==> src/include/sadc_pkg.sv <==
package sadc_pkg;
   // Register byte addresses on the bus
   localparam logic [4:0] A_SCR = 5'h00;
   localparam logic [4:0] A_RH = 5'h04;
   localparam logic [4:0] A_RL = 5'h08;
   localparam logic [4:0] A_CLK = 5'h0C;
   localparam logic [4:0] A_PDAT = 5'h10;
   localparam logic [4:0] A_PDIR = 5'h14;
   // Status/control fields
   localparam int SCR_FLAG = 7;
   localparam int SCR_IEN = 6;
   localparam int SCR_CONT = 5;
   // Clock register fields
   localparam int CLK_DIV_HI = 7;
   localparam int CLK_DIV_LO = 5;
   localparam int CLK_SRC = 4;
   localparam int FMT_HI = 3;
   localparam int FMT_LO = 2;
   // Reset values and codes
   localparam logic [4:0] CH_OFF = 5'h1F;
   localparam logic [7:0] CLK_RST = 8'h00;
   localparam logic [7:0] PORT_RST = 8'h00;
   // Conversion phases, counted in converter clock ticks
   localparam logic [4:0] PH_TRIAL_FIRST = 5'h01;
   localparam logic [4:0] PH_TRIAL_LAST = 5'h0A;
   localparam logic [4:0] PH_LAST = 5'h10;
   localparam logic [9:0] SAR_MID = 10'h200;
   typedef enum logic [2:0] {
      ST_IDLE = 3'b001,
      ST_SETTLE = 3'b010,
      ST_CONV = 3'b100
   } sadc_st_t;
   typedef enum logic [1:0] {
      FMT_TRUNC = 2'h0,
      FMT_RIGHT = 2'h1,
      FMT_LEFT = 2'h2,
      FMT_SIGNED = 2'h3
   } sadc_fmt_t;
   // Toward the analog mux and comparator DAC
   typedef struct packed {
      logic pwr;
      logic sample;
      logic [4:0] chan;
      logic [9:0] code;
   } sadc_ana_t;
   typedef struct packed {
      sadc_st_t st;
      logic [4:0] ph;
      logic [4:0] chan;
      logic cont;
      logic ien;
      logic flag;
      logic irq;
      logic [7:0] clkr;
      logic [7:0] rh;
      logic [7:0] rl;
      logic lock;
      logic run;
      logic settle;
      logic [7:0] pdat;
      logic [7:0] pdir;
      logic [7:0] poe;
      logic pwr;
      logic sample;
      logic wreq;
      logic [7:0] rdat;
   } sadc_top_st_t;
   typedef struct packed {
      logic [3:0] cnt;
      logic tick;
   } sadc_div_st_t;
   typedef struct packed {
      logic [9:0] code;
      logic [9:0] mask;
   } sadc_sar_st_t;
endpackage

==> src/rtl/sadc_clkdiv.sv <==
`timescale 1ns/1ps
`default_nettype none
module sadc_clkdiv
(
   input wire logic clk_i,
   input wire logic rst_i,
   input wire logic base_en_i,
   input wire logic [2:0] div_i,
   output logic tick_o
);
   import sadc_pkg::*;
   sadc_div_st_t s_r, s_nxt;
   logic [3:0] lim;
   // Divide ratio 1, 2, 4, 8 or 16
   always_comb
   begin
      lim = div_i[2] ? 4'hF : 4'((4'h1 << div_i[1:0]) - 4'h1);
      s_nxt = s_r;
      s_nxt.tick = 1'b0;
      if (base_en_i)
      begin
         s_nxt.tick = ((s_r.cnt & lim) == lim);
         s_nxt.cnt = s_nxt.tick ? 4'h0 : 4'(s_r.cnt + 4'h1);
      end
   end
   // State register
   always_ff @(posedge clk_i or posedge rst_i)
   begin
      if (rst_i)
         s_r <= '0;
      else
         s_r <= s_nxt;
   end
   assign tick_o = s_r.tick;
endmodule
`default_nettype wire

==> src/rtl/sadc_sar.sv <==
`timescale 1ns/1ps
`default_nettype none
module sadc_sar
(
   input wire logic clk_i,
   input wire logic rst_i,
   input wire logic start_i,
   input wire logic step_i,
   input wire logic cmp_i,
   output logic [9:0] code_o
);
   import sadc_pkg::*;
   sadc_sar_st_t s_r, s_nxt;
   // Binary search, one bit per trial, high bit first
   always_comb
   begin
      s_nxt = s_r;
      if (start_i)
      begin
         s_nxt.code = SAR_MID;
         s_nxt.mask = SAR_MID;
      end
      else if (step_i && s_r.mask != 10'h000)
      begin
         // Keep the trial bit when input is at or above the DAC level
         s_nxt.code = (cmp_i ? s_r.code : (s_r.code & ~s_r.mask)) | (s_r.mask >> 1);
         s_nxt.mask = s_r.mask >> 1;
      end
   end
   // State register
   always_ff @(posedge clk_i or posedge rst_i)
   begin
      if (rst_i)
         s_r <= '0;
      else
         s_r <= s_nxt;
   end
   assign code_o = s_r.code;
endmodule
`default_nettype wire

==> src/rtl/sadc_top.sv <==
`timescale 1ns/1ps
`default_nettype none
// Functional notes
// - selected channel pin becomes converter input
// - selected pin ignores port writes, reads zero
// - upper reference gives 3FF, lower gives 000
// - conversion ends 16 to 17 converter clocks
// - continuous mode overwrites results until cleared
// - flag set each stored conversion with irq disabled, cleared by result read
// - single mode converts once per control write
// - four result formats from format field
// - left format, high read locks new results
// - right format, two high, eight low
// - signed format inverts the top bit
// - truncation puts top eight in low, unlocked
// - interrupt enabled raises irq, flag reads zero
// - converter runs in wait, irq wakes
// - stop aborts; first period after stabilizes
// - five-bit channel field, codes 0-7 external
// - all-ones channel code powers converter off
// - irq cleared by result read or control write
// - high read freezes low until low read
module sadc_top
(
   input wire logic clk_i,
   input wire logic rst_i,
   input wire logic [4:0] avs_address_i,
   input wire logic avs_read_i,
   input wire logic avs_write_i,
   input wire logic [31:0] avs_writedata_i,
   input wire logic [3:0] avs_byteenable_i,
   output logic [31:0] avs_readdata_o,
   output logic avs_waitrequest_o,
   input wire logic [7:0] port_pin_i,
   output logic [7:0] port_pin_o,
   output logic [7:0] port_pin_oe_o,
   input wire logic cmp_i,
   input wire logic alt_tick_i,
   input wire logic stop_i,
   output sadc_pkg::sadc_ana_t ana_o,
   output logic irq_o
);
   import sadc_pkg::*;
   sadc_top_st_t s, n;
   logic tick;
   logic [9:0] code;
   logic [7:0] use_mask;
   logic [7:0] wdat;
   logic commit_rd, commit_wr;
   logic scr_wr, rh_rd, rl_rd, res_rd;
   logic [4:0] new_chan;
   logic powered;
   logic done_w, conv_start, sar_step;
   sadc_fmt_t fmt;

   // Bus handshake terms; a request completes when waitrequest is low
   assign commit_rd = avs_read_i && !s.wreq;
   assign commit_wr = avs_write_i && !s.wreq && avs_byteenable_i[0];
   assign wdat = avs_writedata_i[7:0];
   assign scr_wr = commit_wr && avs_address_i == A_SCR;
   assign rh_rd = commit_rd && avs_address_i == A_RH;
   assign rl_rd = commit_rd && avs_address_i == A_RL;
   assign res_rd = rh_rd || rl_rd;
   assign new_chan = scr_wr ? wdat[4:0] : s.chan;
   assign powered = new_chan != CH_OFF;
   assign fmt = sadc_fmt_t'(s.clkr[FMT_HI:FMT_LO]);
   assign done_w = s.st == ST_CONV && tick && s.ph == PH_LAST;
   assign sar_step = s.st == ST_CONV && tick && s.ph >= PH_TRIAL_FIRST
                     && s.ph <= PH_TRIAL_LAST;

   // One pin per external channel code 0 to 7
   genvar g;
   generate
      for (g = 0; g < 8; g++)
      begin : g_use
         assign use_mask[g] = (s.chan == 5'(g));
      end
   endgenerate

   // Converter clock enable
   sadc_clkdiv u_div (
      .clk_i(clk_i),
      .rst_i(rst_i),
      .base_en_i(s.clkr[CLK_SRC] ? alt_tick_i : 1'b1),
      .div_i(s.clkr[CLK_DIV_HI:CLK_DIV_LO]),
      .tick_o(tick)
   );

   // Successive approximation engine
   sadc_sar u_sar (
      .clk_i(clk_i),
      .rst_i(rst_i),
      .start_i(conv_start),
      .step_i(sar_step),
      .cmp_i(cmp_i),
      .code_o(code)
   );

   // Next state: bus, registers, pins and conversion sequencer
   always_comb
   begin
      n = s;
      conv_start = 1'b0;
      n.wreq = !((avs_read_i || avs_write_i) && s.wreq);
      if ((avs_read_i || avs_write_i) && s.wreq)
      begin
         case (avs_address_i)
            A_SCR: n.rdat = {s.flag && !s.ien, s.ien, s.cont, s.chan};
            A_RH: n.rdat = s.rh;
            A_RL: n.rdat = s.rl;
            A_CLK: n.rdat = s.clkr;
            A_PDAT: n.rdat = ((s.pdir & s.pdat) | (~s.pdir & port_pin_i))
                             & ~use_mask;
            A_PDIR: n.rdat = s.pdir & ~use_mask;
            default: n.rdat = 8'h00;
         endcase
      end
      // Register writes
      if (scr_wr)
      begin
         n.ien = wdat[SCR_IEN];
         n.cont = wdat[SCR_CONT];
         n.chan = wdat[4:0];
         n.irq = 1'b0;
         n.run = 1'b1;
      end
      if (commit_wr && avs_address_i == A_CLK)
         n.clkr = wdat;
      if (commit_wr && avs_address_i == A_PDAT)
         n.pdat = (s.pdat & use_mask) | (wdat & ~use_mask);
      if (commit_wr && avs_address_i == A_PDIR)
         n.pdir = (s.pdir & use_mask) | (wdat & ~use_mask);
      // Pin in use by the converter is not driven, from one cycle after it is selected
      n.poe = s.pdir & ~use_mask;
      // Result reads clear the event and move the interlock
      if (res_rd)
      begin
         n.flag = 1'b0;
         n.irq = 1'b0;
      end
      if (rh_rd && fmt != FMT_TRUNC)
         n.lock = 1'b1;
      if (rl_rd)
         n.lock = 1'b0;
      // Sequencer
      case (s.st)
         ST_IDLE:
         begin
            n.ph = 5'h00;
         end
         ST_SETTLE:
         begin
            if (tick)
               n.ph = 5'(s.ph + 5'h01);
            if (tick && s.ph == PH_LAST)
            begin
               n.st = ST_CONV;
               n.ph = 5'h00;
               n.settle = 1'b0;
               conv_start = 1'b1;
            end
         end
         ST_CONV:
         begin
            if (tick)
               n.ph = 5'(s.ph + 5'h01);
            if (done_w)
            begin
               n.st = ST_IDLE;
               n.ph = 5'h00;
               n.run = scr_wr || s.cont;
               // Held results drop new ones, except in truncation
               if (fmt == FMT_TRUNC || !s.lock)
               begin
                  case (fmt)
                     FMT_TRUNC:
                     begin
                        n.rh = 8'h00;
                        n.rl = code[9:2];
                     end
                     FMT_RIGHT:
                     begin
                        n.rh = {6'h00, code[9:8]};
                        n.rl = code[7:0];
                     end
                     FMT_LEFT:
                     begin
                        n.rh = code[9:2];
                        n.rl = {code[1:0], 6'h00};
                     end
                     FMT_SIGNED:
                     begin
                        n.rh = {~code[9], code[8:2]};
                        n.rl = {code[1:0], 6'h00};
                     end
                     default:
                     begin
                        n.rh = 8'h00;
                        n.rl = 8'h00;
                     end
                  endcase
                  // Set wins over a clear in the same cycle
                  if (s.ien)
                     n.irq = 1'b1;
                  else
                     n.flag = 1'b1;
               end
            end
         end
         default:
         begin
            n.st = ST_IDLE;
            n.ph = 5'h00;
         end
      endcase
      // Power off and stop abort; control write or continuous restarts
      if (!powered || stop_i)
      begin
         n.st = ST_IDLE;
         n.ph = 5'h00;
         n.settle = 1'b1;
      end
      else if (scr_wr || (s.st == ST_IDLE && s.run) || (done_w && s.cont))
      begin
         n.ph = 5'h00;
         n.st = s.settle ? ST_SETTLE : ST_CONV;
         conv_start = !s.settle;
      end
      n.pwr = powered && !stop_i;
      n.sample = n.st == ST_CONV && n.ph == 5'h00;
   end

   // State register
   always_ff @(posedge clk_i or posedge rst_i)
   begin
      if (rst_i)
      begin
         s <= '0;
         s.st <= ST_IDLE;
         s.chan <= CH_OFF;
         s.clkr <= CLK_RST;
         s.pdat <= PORT_RST;
         s.pdir <= PORT_RST;
         s.poe <= PORT_RST;
         s.settle <= 1'b1;
         s.wreq <= 1'b1;
      end
      else
         s <= n;
   end

   // Outputs straight from registers
   assign avs_readdata_o = {24'h000000, s.rdat};
   assign avs_waitrequest_o = s.wreq;
   assign port_pin_o = s.pdat;
   assign port_pin_oe_o = s.poe;
   assign irq_o = s.irq;
   assign ana_o = '{pwr: s.pwr, sample: s.sample, chan: s.chan, code: code};

   // Cycle count from conversion start, for timing checks
   logic [5:0] a_cyc;
   logic a_fast;
   always_ff @(posedge clk_i or posedge rst_i)
   begin
      if (rst_i)
      begin
         a_cyc <= 6'h00;
         a_fast <= 1'b0;
      end
      else if (conv_start)
      begin
         a_cyc <= 6'h00;
         a_fast <= s.clkr[CLK_DIV_HI:CLK_SRC] == 4'h0 && tick;
      end
      else
      begin
         a_cyc <= (a_cyc == 6'h3F) ? a_cyc : 6'(a_cyc + 6'h01);
         if (!tick || s.clkr[CLK_DIV_HI:CLK_SRC] != 4'h0)
            a_fast <= 1'b0;
      end
   end
endmodule
`default_nettype wire

==> config.mk <==
export PLATFORM = sky130hd
export DESIGN_NAME = sadc_top
export DESIGN_NICKNAME = d
export VERILOG_FILES = /design/src/include/sadc_pkg.sv /design/src/rtl/sadc_clkdiv.sv /design/src/rtl/sadc_sar.sv /design/src/rtl/sadc_top.sv
export SDC_FILE = /design/constraint.sdc
export NUM_CORES = 1
export LEC_CHECK = 0
export BUFFER_PORTS_ARGS = -buffer_cell sky130_fd_sc_hd__buf_4
export CAP_MARGIN = 30
export CELL_PAD_IN_SITES_DETAIL_PLACEMENT = 1
export CELL_PAD_IN_SITES_GLOBAL_PLACEMENT = 2
export CORE_MARGIN = 3
export CORE_UTILIZATION = 38
export CTS_BUF_LIST = sky130_fd_sc_hd__clkbuf_4
export DETAILED_ROUTE_END_ITERATION = 12
export GPL_TIMING_DRIVEN = 1
export HOLD_SLACK_MARGIN = 0.12
export PLACE_DENSITY = 0.9
export SETUP_SLACK_MARGIN = 0.2
export SLEW_MARGIN = 20
export SYNTH_ARGS = -nofsm -noshare
export SYNTH_HDL_FRONTEND = slang
export SYNTH_SLANG_ARGS = --single-unit
==> constraint.sdc <==
create_clock -name clk_i -period 8.4 [get_ports clk_i]
set_clock_uncertainty 0.05 [all_clocks]
set_input_delay 1.68 -clock clk_i [delete_from_list [all_inputs] [get_ports clk_i]]
set_output_delay 1.68 -clock clk_i [all_outputs]
set_load 0.005 [all_outputs]
Word level (Yosys, flattened, before mapping)
Cells that the tools add are included.
{ "totals": {"regBits": 104, "latchBits": 0, "ram_bits": 0, "romBits": 0, "in_bits": 56, "out_inout_bits": 67, "word_cells": 154, "n_memories": 0} }
{ "classes": {"n_addsub": 3, "multipliers": 0, "div_mod_pow": 0, "order_cmp": 2, "eq_ne": 22, "shifts": 1, "n_mux": 37, "bitwise_logic": 17, "n_reduce_logical": 48} }
{ "op_table": {"columns": ["operator", "count"], "rows": [
  ["case mux 16 bit (4 select lines)", 1],
  ["bitwise AND 8 bit", 7],
  ["case mux 8 bit (6 select lines)", 1],
  ["2-to-1 mux 20 bit", 2],
  ["2-to-1 mux 8 bit", 4],
  ["equality test 5 x 3 -> 1 bit (second input constant)", 5],
  ["bitwise OR 8 bit", 3],
  ["logical AND 1 bit", 22],
  ["2-to-1 mux 1 bit", 17],
  ["NOT 8 bit", 2],
  ["equality test 5 bit (second input constant)", 3],
  ["zero test 5 bit", 3],
  ["bitwise AND 10 bit", 1],
  ["equality test 5 x 2 -> 1 bit (second input constant)", 2],
  ["equality test 5 x 4 -> 1 bit (second input constant)", 2],
  ["2-to-1 mux 10 bit", 1],
  ["2-to-1 mux 5 bit", 2],
  ["NOT 10 bit", 1],
  ["bitwise OR 10 x 9 -> 10 bit", 1],
  ["case mux 5 bit (2 select lines)", 1],
  ["nonzero test 10 bit", 1],
  ["nonzero test 2 bit", 5],
  ["case mux 3 bit (3 select lines)", 1],
  ["2-to-1 mux 2 bit", 4],
  ["other kinds (23)", 38]
]} }

Longest topological paths before layout
{ "logic_depth": {"ltp_word": 11, "ltp_mapped": 9, "ltp_nobuf": 7} }

Modules after synthesis
Synthesis repeated with hierarchy kept, for this count alone.
{ "hier_totals": {"cells_unflattened": 589, "hier_area_um2": 5756.8} }
{ "by_module_without_submodules": {"columns": ["mod", "instances", "cells_each", "area_each_um2", "seq_area_each_um2"], "rows": [
  ["sadc_top", 1, 464, 4558.1, 1986.9],
  ["sadc_sar", 1, 91, 890.9, 500.5],
  ["sadc_clkdiv", 1, 34, 307.8, 125.1]
]} }

Worst setup path after synthesis
Ideal clock, no wire load.
{ "synth_path": {"path_type": "input to register", "startpoint": "in avs_address_i[3]", "endpoint": "reg u_sar.s_r, in the netlist u_sar.code_o[0]", "setup_time_ps": 127, "t_arrival_ps": 3058, "t_required_ps": 8223, "setup_slack_ps": 5165, "stages": 7, "path_buffers": 2, "cell_sequence": "buf_4 > nor4_4 > a21oi_2 > a2111oi_4 > mux2i_1 > buf_2 > a21oi_1"} }
{ "synth_via": {"elab_chain_cells": 8, "elab_cells_between_ends": 12, "classes_between": "eq/ne: 1; mux: 4; reduce/logical: 7"} }
{ "synth_rtl": {"columns": ["element", "line_no", "source"], "rows": [
  ["from (decl)", "sadc_top.sv:27", "input wire logic [4:0] avs_address_i,"],
  ["zero test 5 bit *", "sadc_top.sv:60", "assign scr_wr = commit_wr && avs_address_i == A_SCR;"],
  ["logical AND 1 bit *", "sadc_top.sv:60", null],
  ["2-to-1 mux 5 bit", "sadc_top.sv:64", "assign new_chan = scr_wr ? wdat[4:0] : s.chan;"],
  ["!= test 5 bit", "sadc_top.sv:65", "assign powered = new_chan != CH_OFF;"],
  ["zero test 1 bit", "sadc_top.sv:217", "if (!powered || stop_i)"],
  ["logical OR 1 bit", "sadc_top.sv:217", null],
  ["2-to-1 mux 1 bit *", "sadc_top.sv:217", null],
  ["2-to-1 mux 20 bit / nonzero test 2 bit (equally long branches)", null, null],
  ["to (signal assigned)", "sadc_sar.sv:36", "s_r <= s_nxt;"],
  ["to (decl)", "sadc_sar.sv:13", "sadc_sar_st_t s_r, s_nxt;"]
]} }
Every way passes the cells marked *; elsewhere a longest branch is shown, timed or not.
A chain may end at the register's enable or synchronous reset.

Worst setup path in the final report
{ "layout_path": {"startpoint": "in avs_address_i[2]", "endpoint": "reg u_sar.s_r, in the netlist u_sar.code_o[0]"} }
The elaborated chain is that of the path after synthesis.

==> qor.yml <==
global_route:
  grt_antenna_before_repair: 0
  grt_pass1_vias: 4150
  grt_max_degree: 65
  grt_pass1_wl_mm: 22.21
  grt.overflow.total: 0
  grt_use_total: 0.1703
setup_path:
  critPathLaunchType: "primary input"
  end_kind: "flip-flop"
  rr_startpoint: "s[71]"
  rr_worst_depth: 8
  reg2reg_to: "u_sar.code_o[0]"
  arrival_ns: 3.54
  crit_buf_inv: 2
  crit_slowest_cell: "and4bb_1"
  worstPathRequired_ns: 8.70
  worst_path_most_repeated_cell: "buf_4"
  r2r_slack_ns: 6.06
  crit_fanout: 31
  crit_path_cell_trace: "buf_4, and4bb_1, and4_1, a2111oi_4, mux2i_1, buf_4, a21oi_1"
  critPathKind: "primary input to flip-flop"
  path_delay_family: "simple AND/OR/NAND/NOR gates"
  cpPeakStageDelay_ns: 0.34
  path_depth: 7
timing:
  rsz0062_at_grt: "false"
  layout_min_cycle_time_ns: 3.239
  worst_pin_slew_ns: 0.8225
  final_hold_viol_count: 0
  fin_tns_setup_ns: 0
  maxSlewHeadroom: 0.4517
  report.final.setup_viol: 0
  finalCritPeriodShare: 0.3856
  slew_viol_final: 0
  fmax_mhz: 308.7
die:
  initial_utilization: 0.3959
  fp.dieW_um: 127.4
  rows: 43
  fp.dieH_um: 127.4
  core_um2: 14150
  die-area_um2: 16230
  ios: 123
synth:
  async_flop_share: 1.000
  synth-seq-cells: 104
  syn_area_per_cell_um2: 10.24
  yosysSeqAreaShare: 0.4664
  netlist_instances: 547
  yosys_most_used_dff: "dfrtp_1"
  ys_warn_count: 0
  synth_area_um2: 5602
  synth_edf_count: 0
  yosysUniqueCellTypes: 58
hold_path:
  hold_depth: 2
  min-delay-start: "s[35]"
  holdCritPathClass: "flip-flop to flip-flop"
  whs_endpoint: "s[35]"
pwr:
  power_density_nw_per_um2: 172.7
  p_leak_nw: 2.727
  totalPowerFinal_w: 0.001044
  ir_worst_vdd_uv: 97.36
finish:
  final_cell_count_no_fill: 757
  area_delta_synth_final_pct: 7.929
  fillers: 1619
  final_common_cell: "dfrtp_1"
  final_cell_mix: "96 x dfrtp_1, 75 x buf_4, 71 x nand2_1"
  regArea_um2: 2613
  drive_gt1_frac: 0.2478
  multi_input_area_um2: 2449
  num_antenna_cells: 0
  nets: 633
clocking:
  clk_path_buf_depth: 2
  numCtsBuffers: 9
  tritoncts: "yes"
  root_buffer: "clkbuf_4"
  postCtsSetupBuffers: 0
  hold_buffers: 0
  cts_num_sinks: 104
  clock_latency_ns: 0.48
  cts.clk_slew.worst_paths_ns: 0.15
  cts-resized-gates: 0
  cts_max_level: 3
run:
  maxCapViolCount: 0
run_status:
  status: "completed"
placement:
  gp_congestion: 0.7707
  io_buffers: 71
  place_hpwl_mm: 9.971
  dp_cells: 741
routing:
  drcViolationCount: 0
  drt_iter0_markers: 177
  vias_per_cell: 5.295
  vias: 4008
  detail_route.wl_per_cell_um: 17.77
  finalWirelength_mm: 13.45
  drt.antenna.violating_nets: 0
  dr.pass1.iters: 4
-- cell families after synthesis --
logic type	count (synthesis)	share of synthesized area
flip-flops	104	0.4664
AND/OR/NAND/NOR	177	0.1662
buffers and inverters	97	0.1130
AO/OA/AOI/OAI	111	0.1291
adder cells (fa/ha/maj)	5	0.01117
multiplexers	46	0.1041
XOR/XNOR	6	0.009381
other	1	0.0006694
-- routing by layer --
| metal | GRT usage | share of wire | vias up |
|---|---|---|---|
| li1 | - | - | 1886 |
| met1 | 0.2316 | 0.47 | 2028 |
| met2 | 0.2772 | 0.48 | 87 |
| met3 | 0.04264 | 0.042 | 7 |
| met4 | 0.03533 | 0.0085 | 0 |
| met5 | 0 | 0 | - |
-- worst reg2reg max path, stage by stage (launching register included) --
cell and delay [ns]:
dfrtp_1 0.51, inv_1 0.12, ha_1 0.15, and4bb_2 0.24, nand4_1 0.21, a2111oi_4 0.37, mux2i_1 0.24, buf_4 0.27
a21oi_1 0.08
-- Yosys cell counts (3+ instances only) --
cell type	count	area share
dfrtp_1	96	0.43
nand2_1	71	0.048
buf_4	67	0.090
o21ai_0	38	0.034
a21oi_1	29	0.026
mux2_2	28	0.056
nor2_1	24	0.016
nand3_1	14	0.013
nand2b_1	13	0.015
clkbuf_1	12	0.0080
inv_1	12	0.0080
mux2i_1	11	0.020
o31ai_1	11	0.015
a22o_1	10	0.016
nor2b_1	9	0.010
and2_1	8	0.0089
dfstp_2	8	0.038
mux4_2	7	0.028
a32o_1	6	0.011
and3b_1	6	0.0094
nand4_1	6	0.0067
a21o_1	5	0.0067
ha_1	5	0.011
xor2_1	5	0.0078
nand3b_1	3	0.0040
nor3b_1	3	0.0040
-- through the flow --
| stage | utilization | worst slack, ns | instance area, um2 | hold WS [ns] |
|---|---|---|---|---|
| floorplan | - | 3.951 | 5688 | 0.3932 |
| global placement | 0.4167 | 4.713 | 5897 | 0.4098 |
| detailed placement | 0.4175 | 4.684 | 5908 | 0.4228 |
| CTS | 0.4273 | 5.198 | 6046 | 0.4553 |
| global route | 0.4273 | 5.093 | 6046 | 0.4745 |
| finish | 0.4273 | 5.161 | 6046 | 0.4529 |
-- power by group --
group          total (W)  switching, W  internal, W
Sequential      0.000587     0.0000451     0.000542
Combinational   0.000196      0.000101    0.0000950
Clock           0.000261      0.000171    0.0000904
-- final cells by class --
cell class / instances / share of cell area
Clock buffer: 9 / 0.01118
Sequential cell: 104 / 0.4321
Timing Repair Buffer: 76 / 0.09499
Clock inverter: 7 / 0.01159
Inverter: 12 / 0.007864
Tap cell: 180 / 0.03725
Multi-Input combinational cell: 369 / 0.4050
-- how the worst max path moves through the flow --
stage	slack, ns	end	from
2_1_floorplan	3.95	asynchronous set/reset pin	rst_i
3_3_place_gp	4.71	u_sar.s_r[1]	avs_address_i[2]
3_5_place_dp	4.68	u_sar.code_o[0]	avs_address_i[2]
4_1_cts	5.20	u_sar.code_o[0]	avs_address_i[2]
5_1_grt	5.09	u_sar.code_o[1]	avs_address_i[2]
6_report	5.16	u_sar.code_o[0]	avs_address_i[2]
(Power assumes the default switching activity.)
